**config.mk**
```make
export PLATFORM = sky130hd
export DESIGN_NAME = scp_port
export DESIGN_NICKNAME = d
export VERILOG_FILES = /design/src/core/scp_pkg.sv /design/src/core/scp_pins_if.sv /design/src/core/scp_pin_sync.sv /design/src/core/scp_port.sv
export SDC_FILE = /design/constraint.sdc
export NUM_CORES = 1
export LEC_CHECK = 0
export ABC_AREA = 1
export BUFFER_PORTS_ARGS = -buffer_cell sky130_fd_sc_hd__buf_4
export CAP_MARGIN = 20
export CORE_ASPECT_RATIO = 0.6
export CORE_MARGIN = 3
export CORE_UTILIZATION = 66
export CTS_CLUSTER_DIAMETER = 60
export DETAILED_ROUTE_END_ITERATION = 10
export PLACE_DENSITY = 0.83
export SETUP_SLACK_MARGIN = 0.1
export SKIP_CTS_REPAIR_TIMING = 1
export SLEW_MARGIN = 25
export SYNTH_ARGS = -nofsm -noshare
export SYNTH_HDL_FRONTEND = slang
export SYNTH_SLANG_ARGS = --single-unit
```
**constraint.sdc**
```tcl
create_clock -name sys_clk -period 3.95 [get_ports sys_clk]
set_clock_uncertainty 0.05 [all_clocks]
set_input_delay 0.1975 -clock sys_clk [delete_from_list [all_inputs] [get_ports sys_clk]]
set_output_delay 0.1975 -clock sys_clk [all_outputs]
set_load 0.1 [all_outputs]
```
**src/core/scp_pkg.sv**
```systemverilog
package scp_pkg;

    // Serial address and field positions
    localparam logic [4:0] CTRL_ADDR     = 5'h00;
    localparam logic [4:0] AMPL_ADDR     = 5'h02;
    localparam int         SDIO_MODE_BIT = 7;
    localparam int         LSB_FIRST_BIT = 8;
    localparam int         AMPL_LSB      = 0;
    localparam int         AMPL_W        = 14;
    localparam int         RAMP_LSB      = 14;
    localparam int         RAMP_W        = 2;

    // Instruction byte layout
    localparam int         INSTR_RW_BIT  = 7;
    localparam int         INSTR_ADDR_W  = 5;

    // Storage shape
    localparam int         NUM_REGS      = 8;
    localparam int         REG_W         = 32;
    localparam logic [2:0] LAST_BIT      = 3'h7;
    localparam logic [2:0] BIT_RESET     = 3'h0;

    // Values after reset
    localparam logic [REG_W-1:0] REG_RESET = 32'h0000_0000;

    typedef enum logic [0:0] {
        SCP_INSTR = 1'b0,
        SCP_DATA  = 1'b1
    } scp_phase_e;

    // Bytes per register; unlisted addresses take one dummy byte
    function automatic logic [2:0] scp_reg_bytes(input logic [4:0] addr);
        logic [2:0] n;
        n = 3'h1;
        case (addr)
            5'h00:   n = 3'h4;
            5'h01:   n = 3'h3;
            5'h02:   n = 3'h2;
            5'h03:   n = 3'h4;
            5'h04:   n = 3'h4;
            5'h05:   n = 3'h2;
            default: n = 3'h1;
        endcase
        return n;
    endfunction

    function automatic logic scp_reg_present(input logic [4:0] addr);
        return scp_reg_bytes(addr) != 3'h1;
    endfunction

    // One serial bit into a byte in the selected order
    function automatic logic [7:0] scp_shift_in(input logic [7:0] sh,
                                                input logic       b,
                                                input logic       lsb);
        return lsb ? {b, sh[7:1]} : {sh[6:0], b};
    endfunction

endpackage

```
**src/core/scp_pins_if.sv**
```systemverilog
`timescale 1ns/1ps
interface scp_pins_if;
    logic sclk_rise;
    logic sclk_fall;
    logic sel_n;
    logic data_in;
    logic abort;

    modport sync (output sclk_rise, output sclk_fall, output sel_n,
                  output data_in, output abort);
    modport core (input sclk_rise, input sclk_fall, input sel_n,
                  input data_in, input abort);
endinterface

```
**src/core/scp_pin_sync.sv**
```systemverilog
`timescale 1ns/1ps
module scp_pin_sync (
    input  wire logic sys_clk,
    input  wire logic reset,
    input  wire logic sclk,
    input  wire logic chip_select_n,
    input  wire logic sdio_in,
    input  wire logic port_abort,
    scp_pins_if.sync  pins
);

    typedef struct packed {
        logic [3:0] meta;
        logic [3:0] stab;
        logic       sclk_old;
    } scp_sync_s;

    scp_sync_s s_q;
    scp_sync_s s_d;

    ////////////////////////////////////////////////////////////////////
    always_comb begin
        s_d          = s_q;
        s_d.meta     = {port_abort, sdio_in, chip_select_n, sclk};
        s_d.stab     = s_q.meta;
        s_d.sclk_old = s_q.stab[0];
    end

    // Chip select idles high so a reset cannot fake a selection
    always_ff @(posedge sys_clk) begin
        if (reset) begin
            s_q <= '{meta: 4'h2, stab: 4'h2, sclk_old: 1'b0};
        end else begin
            s_q <= s_d;
        end
    end

    ////////////////////////////////////////////////////////////////////
    // Edges found on the second stage only
    assign pins.sclk_rise = s_q.stab[0] & ~s_q.sclk_old;
    assign pins.sclk_fall = ~s_q.stab[0] & s_q.sclk_old;
    assign pins.sel_n     = s_q.stab[1];
    assign pins.data_in   = s_q.stab[2];
    assign pins.abort     = s_q.stab[3];

endmodule

```
**src/core/scp_port.sv**
```systemverilog
`timescale 1ns/1ps
module scp_port (
    input  wire logic        sys_clk,
    input  wire logic        reset,
    input  wire logic        sclk,
    input  wire logic        chip_select_n,
    input  wire logic        sdio_in,
    input  wire logic        port_abort,
    output logic             sdio_out,
    output logic             sdio_oe,
    output logic             serial_data_out,
    output logic             serial_data_out_oe,
    output logic             lsb_first,
    output logic             separate_out_mode,
    output logic [13:0]      amplitude_scale_factor,
    output logic [1:0]       auto_ramp_rate_ctl
);

    typedef struct packed {
        scp_pkg::scp_phase_e                               phase;
        logic [2:0]                                        bit_cnt;
        logic [7:0]                                        shift;
        logic                                              rd;
        logic [4:0]                                        addr;
        logic [1:0]                                        byte_idx;
        logic [2:0]                                        left;
        logic [scp_pkg::REG_W-1:0]                         stage;
        logic                                              tx_bit;
        logic                                              sdio_oe;
        logic                                              sdo_oe;
        logic [scp_pkg::NUM_REGS-1:0][scp_pkg::REG_W-1:0] regs;
    } scp_state_s;

    scp_state_s s_q;
    scp_state_s s_d;

    scp_pins_if pins ();

    scp_pin_sync u_sync (
        .sys_clk       (sys_clk),
        .reset         (reset),
        .sclk          (sclk),
        .chip_select_n (chip_select_n),
        .sdio_in       (sdio_in),
        .port_abort    (port_abort),
        .pins          (pins.sync)
    );

    ////////////////////////////////////////////////////////////////////
    logic                        lsb;
    logic                        sep;
    logic [7:0]                  rx_byte;
    logic [7:0]                  tx_byte;
    logic [2:0]                  nbytes;
    logic                        active;
    logic [scp_pkg::REG_W-1:0]   new_stage;

    always_comb begin
        lsb = s_q.regs[0][scp_pkg::LSB_FIRST_BIT];
        sep = s_q.regs[0][scp_pkg::SDIO_MODE_BIT];
        // Frozen while deselected; resumes on the next edge
        active  = ~pins.sel_n & ~pins.abort;
        rx_byte = scp_pkg::scp_shift_in(s_q.shift, pins.data_in, lsb);
        nbytes  = scp_pkg::scp_reg_bytes(rx_byte[4:0]);
        tx_byte = s_q.stage[{s_q.byte_idx, 3'h0} +: 8];
        new_stage = s_q.stage;
        new_stage[{s_q.byte_idx, 3'h0} +: 8] = rx_byte;
    end

    always_comb begin
        s_d = s_q;
        if (pins.abort) begin
            // Registers survive; only the port machine restarts
            s_d.phase   = scp_pkg::SCP_INSTR;
            s_d.bit_cnt = scp_pkg::BIT_RESET;
        end else if (active && pins.sclk_rise) begin
            s_d.shift   = rx_byte;
            s_d.bit_cnt = s_q.bit_cnt + 3'h1;
            if (s_q.bit_cnt == scp_pkg::LAST_BIT) begin
                s_d.shift = 8'h00;
                if (s_q.phase == scp_pkg::SCP_INSTR) begin
                    s_d.rd    = rx_byte[scp_pkg::INSTR_RW_BIT];
                    s_d.addr  = rx_byte[scp_pkg::INSTR_ADDR_W-1:0];
                    s_d.left  = nbytes;
                    // Start byte follows the bit order
                    s_d.byte_idx = lsb ? 2'h0
                                       : 2'(nbytes - 3'h1);
                    s_d.stage = scp_pkg::scp_reg_present(rx_byte[4:0])
                              ? s_q.regs[rx_byte[2:0]]
                              : scp_pkg::REG_RESET;
                    s_d.phase = scp_pkg::SCP_DATA;
                end else begin
                    s_d.stage = new_stage;
                    if (s_q.left == 3'h1) begin
                        s_d.phase = scp_pkg::SCP_INSTR;
                        // Whole word commits at once, so order bits stay
                        // steady through their own write
                        if (!s_q.rd
                            && scp_pkg::scp_reg_present(s_q.addr)) begin
                            s_d.regs[s_q.addr[2:0]] = new_stage;
                        end
                    end else begin
                        s_d.left     = s_q.left - 3'h1;
                        s_d.byte_idx = lsb ? s_q.byte_idx + 2'h1
                                           : s_q.byte_idx - 2'h1;
                    end
                end
            end
        end else if (active && pins.sclk_fall && s_q.rd
                     && s_q.phase == scp_pkg::SCP_DATA) begin
            s_d.tx_bit = lsb ? tx_byte[s_q.bit_cnt]
                             : tx_byte[3'h7 - s_q.bit_cnt];
        end
        // Drive only in a read data phase with the chip selected
        s_d.sdio_oe = active && s_d.rd && s_d.phase == scp_pkg::SCP_DATA
                      && !sep && (pins.sclk_fall || s_q.sdio_oe);
        s_d.sdo_oe  = active && s_d.rd && s_d.phase == scp_pkg::SCP_DATA
                      && sep && (pins.sclk_fall || s_q.sdo_oe);
    end

    ////////////////////////////////////////////////////////////////////
    always_ff @(posedge sys_clk) begin
        if (reset) begin
            s_q <= '{phase:    scp_pkg::SCP_INSTR,
                     bit_cnt:  scp_pkg::BIT_RESET,
                     shift:    8'h00,
                     rd:       1'b0,
                     addr:     5'h00,
                     byte_idx: 2'h0,
                     left:     3'h0,
                     stage:    scp_pkg::REG_RESET,
                     tx_bit:   1'b0,
                     sdio_oe:  1'b0,
                     sdo_oe:   1'b0,
                     regs:     {scp_pkg::NUM_REGS{scp_pkg::REG_RESET}}};
        end else begin
            s_q <= s_d;
        end
    end

    ////////////////////////////////////////////////////////////////////
    assign sdio_out               = s_q.tx_bit;
    assign sdio_oe                = s_q.sdio_oe;
    assign serial_data_out        = s_q.tx_bit;
    assign serial_data_out_oe     = s_q.sdo_oe;
    assign lsb_first              = s_q.regs[0][scp_pkg::LSB_FIRST_BIT];
    assign separate_out_mode      = s_q.regs[0][scp_pkg::SDIO_MODE_BIT];
    assign amplitude_scale_factor =
        s_q.regs[2][scp_pkg::AMPL_LSB +: scp_pkg::AMPL_W];
    assign auto_ramp_rate_ctl     =
        s_q.regs[2][scp_pkg::RAMP_LSB +: scp_pkg::RAMP_W];

endmodule

```
==> summary.md <==
| Metric | Value |
|---|---|
| Syn nets | `approximately 2,100` |
| Clock Pin Slew Worst Setup and Hold Paths | `about 0.07 ns` |
| Worst-Margin Slew | `1.16 ns` |
| Leak | `roughly 6.1 nW` |
| Max clock buf depth | `3` |
| Die width | `~200 microns` |
| Root buf cell | `clkbuf_16` |
| Core area | `about 0.022 sq mm` |
| Seq cells post-synth | `323` |
| Yosys warning count | `0` |
| Max_cap viols | `0` |
| Die area | `around 0.025 sq mm` |
| Routed WL | `between 40,000 and 50,000 microns` |
| Layout cell share with drive strength beyond 1 | `0.0770` |
| Port Buffers | `27` |
| Detailed placement HPWL | `23,600 microns` |
| CTS Buf Count | `28` |
| Cell Area, Synth | `0.0152 sq mm` |
| Setup crit end kind | `register` |
| Largest net degree at the start of global routing | `slightly above 200` |
| Clock Latency Late Sink | `0.56 ns` |
| Final hold violation count | `0` |
| Relative slew slack | `0.226` |
| Part of the Yosys area used for sequential elements | `0.425` |
| CTS tree | `yes` |
| H-tree depth | `1` |
| Setup TNS | `0 ns` |
| Status | `complete, no violations` |
| Row cnt | `42` |
| Global route overflow | `0` |
| IO Pins | `28` |
| Net total in the final layout | `2,021` |
| WS Path Type | `register to register` |
| Starting Density | `0.681` |
| Fin util | `0.724` |
| Power density cells | `around 380 mW/mm^2` |
| Peak VDD IR | `roughly 0.00035 V` |
| Vias per cell | `between 5 and 6` |
| Period utilization | `0.831` |
| First-pass GRT wire length | `64,200 microns` |
| DR iter-0 viols | `1,404` |
| Max-slew violation count | `0` |
| Hold_ws | `about 0.11 ns` |
| Req. time, crit path | `~4.4 ns` |
| FMAX | `between 300 and 400 MHz` |
| Critical path data arrival time | `3.72 ns` |
| Worst min-delay path class | `primary input to register` |
| RSZ-0062 raised after global routing | `false` |
| Vias in the first global route | `around 13,000` |
| Yosys cell types | `45` |
| Die extent in y | `between 100 and 150 microns` |
| DRC Markers | `0` |
| Clock period minus worst slack | `3.28 ns` |
| Post-Synthesis Cells | `approximately 2,100` |
| Synthesized area per cell | `between 7 and 8 sq um` |
| Final setup viols | `0` |
| WL/cell | `~17 microns` |
| Initial antenna violation count | `0` |
| Vias | `around 13,000` |
| Clock Sinks | `between 300 and 400` |
| Crit-path max FO | `32` |
| ANT nets after route | `0` |
| Drt first pass iters | `7` |
| Critical path launch point type | `register` |
| Tot GR Track Use | `0.315` |
| Routability cong. | `0.997` |
| Area grow syn2layout | `6.23%` |
## cell type report
class	count	area [sq um]
multi-input cells	1254	6670
flip-flops and latches	323	6470
fillers	1798	6170
inverters	341	1280
clock buffers	46	850
repair buffers	57	457
well taps	308	385
clock inverters	5	50.0
diodes	1	2.50
## cells in the mapped netlist
master	count	area share
nand2_1	412	0.10
inv_1	334	0.082
dfxtp_1	323	0.43
a21oi_1	249	0.082
o21a_1	193	0.095
nor2_1	89	0.022
nand3_1	85	0.028
nand4_1	63	0.026
clkbuf_1	61	0.015
o21ai_0	49	0.016
a21oi_2	30	0.017
buf_2	28	0.0092
o22ai_1	25	0.010
buf_4	23	0.011
buf_6	19	0.014
buf_1	15	0.0037
ha_1	10	0.0082
nand2_4	6	0.0044
o32ai_1	6	0.0035
o21ai_1	5	0.0016
inv_2	4	0.00099
nor2_4	3	0.0022
o211ai_1	3	0.0015
o21ai_2	3	0.0017
a31oi_1	2	0.00082
clkinv_1	2	0.00049
nor2_2	2	0.00082
nor3_4	2	0.0021
o32ai_2	2	0.0021
or2_2	2	0.00082
a211oi_1	1	0.00049
a21oi_4	1	0.0011
clkbuf_2	1	0.00033
clkinv_2	1	0.00033
nand2_2	1	0.00041
nand3_2	1	0.00066
nand3_4	1	0.0012
nand3b_1	1	0.00049
nand4_2	1	0.00082
nor3_1	1	0.00033
nor3_2	1	0.00066
o21ai_4	1	0.0011
or3_1	1	0.00041
xnor2_1	1	0.00058
xor2_1	1	0.00058
## cells by family after synthesis
group | count (synthesis) | synth area share
AO/OA/AOI/OAI | 570 | 0.235
XOR/XNOR | 2 | 0.00115
adder cells (fa/ha/maj) | 10 | 0.00823
buffers and inverters | 488 | 0.138
flip-flops | 323 | 0.425
AND/OR/NAND/NOR | 672 | 0.193
## critical path, cell delays in order (launching register included)
cell and delay (ns):
dfxtp_1 0.52, buf_4 0.30, nand2_1 0.07, nand2_1 0.17, nand2_1 0.15, o21ai_1 0.17, nand2_1 0.15, nand2_1 0.12
inv_1 0.06, ha_1 0.21, a21oi_4 0.85, nand3_1 0.17, a21oi_1 0.19
## per-layer routing
layer	GRT usage	share of wire	vias up
met5	0	0	-
met4	0.0927	0.026	0
met3	0.0645	0.10	92
met2	0.506	0.44	623
met1	0.436	0.43	6205
li1	-	-	6522
## cells in the final DEF, fill, tap and decap left out, drive strengths merged, types with 8 or more instances in the layout
cell type,n
ha,10
o21ai,58
clkbuf,47
clkinv,8
buf,52
nor2,94
o21a,193
inv,337
dfxtp,323
nand2,419
o22ai,25
nand3,87
a21oi,280
nand4,64
o32ai,8
## through the flow
stage	cell area (sq um)	instances	power (mW)	setup slack (ns)
final	16200	2335	6.18	0.668
after global routing	16200	2334	6.33	0.440
after CTS	16100	2330	6.20	0.759
after detailed placement	15200	2279	3.50	0.787
after global placement	15200	2279	3.50	0.945
after floorplan	15200	2065	3.46	0.916
## report_power, final
part | switching, mW | total (mW) | internal [mW] | leakage, nW
sequential | 0.00317 | 3.26 | 3.26 | 2.60
clock | 1.22 | 2.75 | 1.53 | 0.443
combinational | 0.124 | 0.169 | 0.0451 | 3.06
total | 1.35 | 6.18 | 4.83 | 6.11
## final timing paths
check	start	endpoint	slack, ns	cells after the start
worst max-delay path	lsb_first	s_q[280]	0.67	12
worst min-delay path	reset	s_q[251]	0.11	2
worst max register to register	lsb_first	s_q[280]	0.67	12
worst min register to register	u_sync.s_d[3]	u_sync.pins.data_in	0.37	2
## state kept, by name (all words and copies together) (netlist names), 2 cells and up
register / cells
s_q: 293
amplitude_scale_factor: 14
u_sync.s_d: 5
auto_ramp_rate_ctl: 2
(Power assumes the default switching activity.)
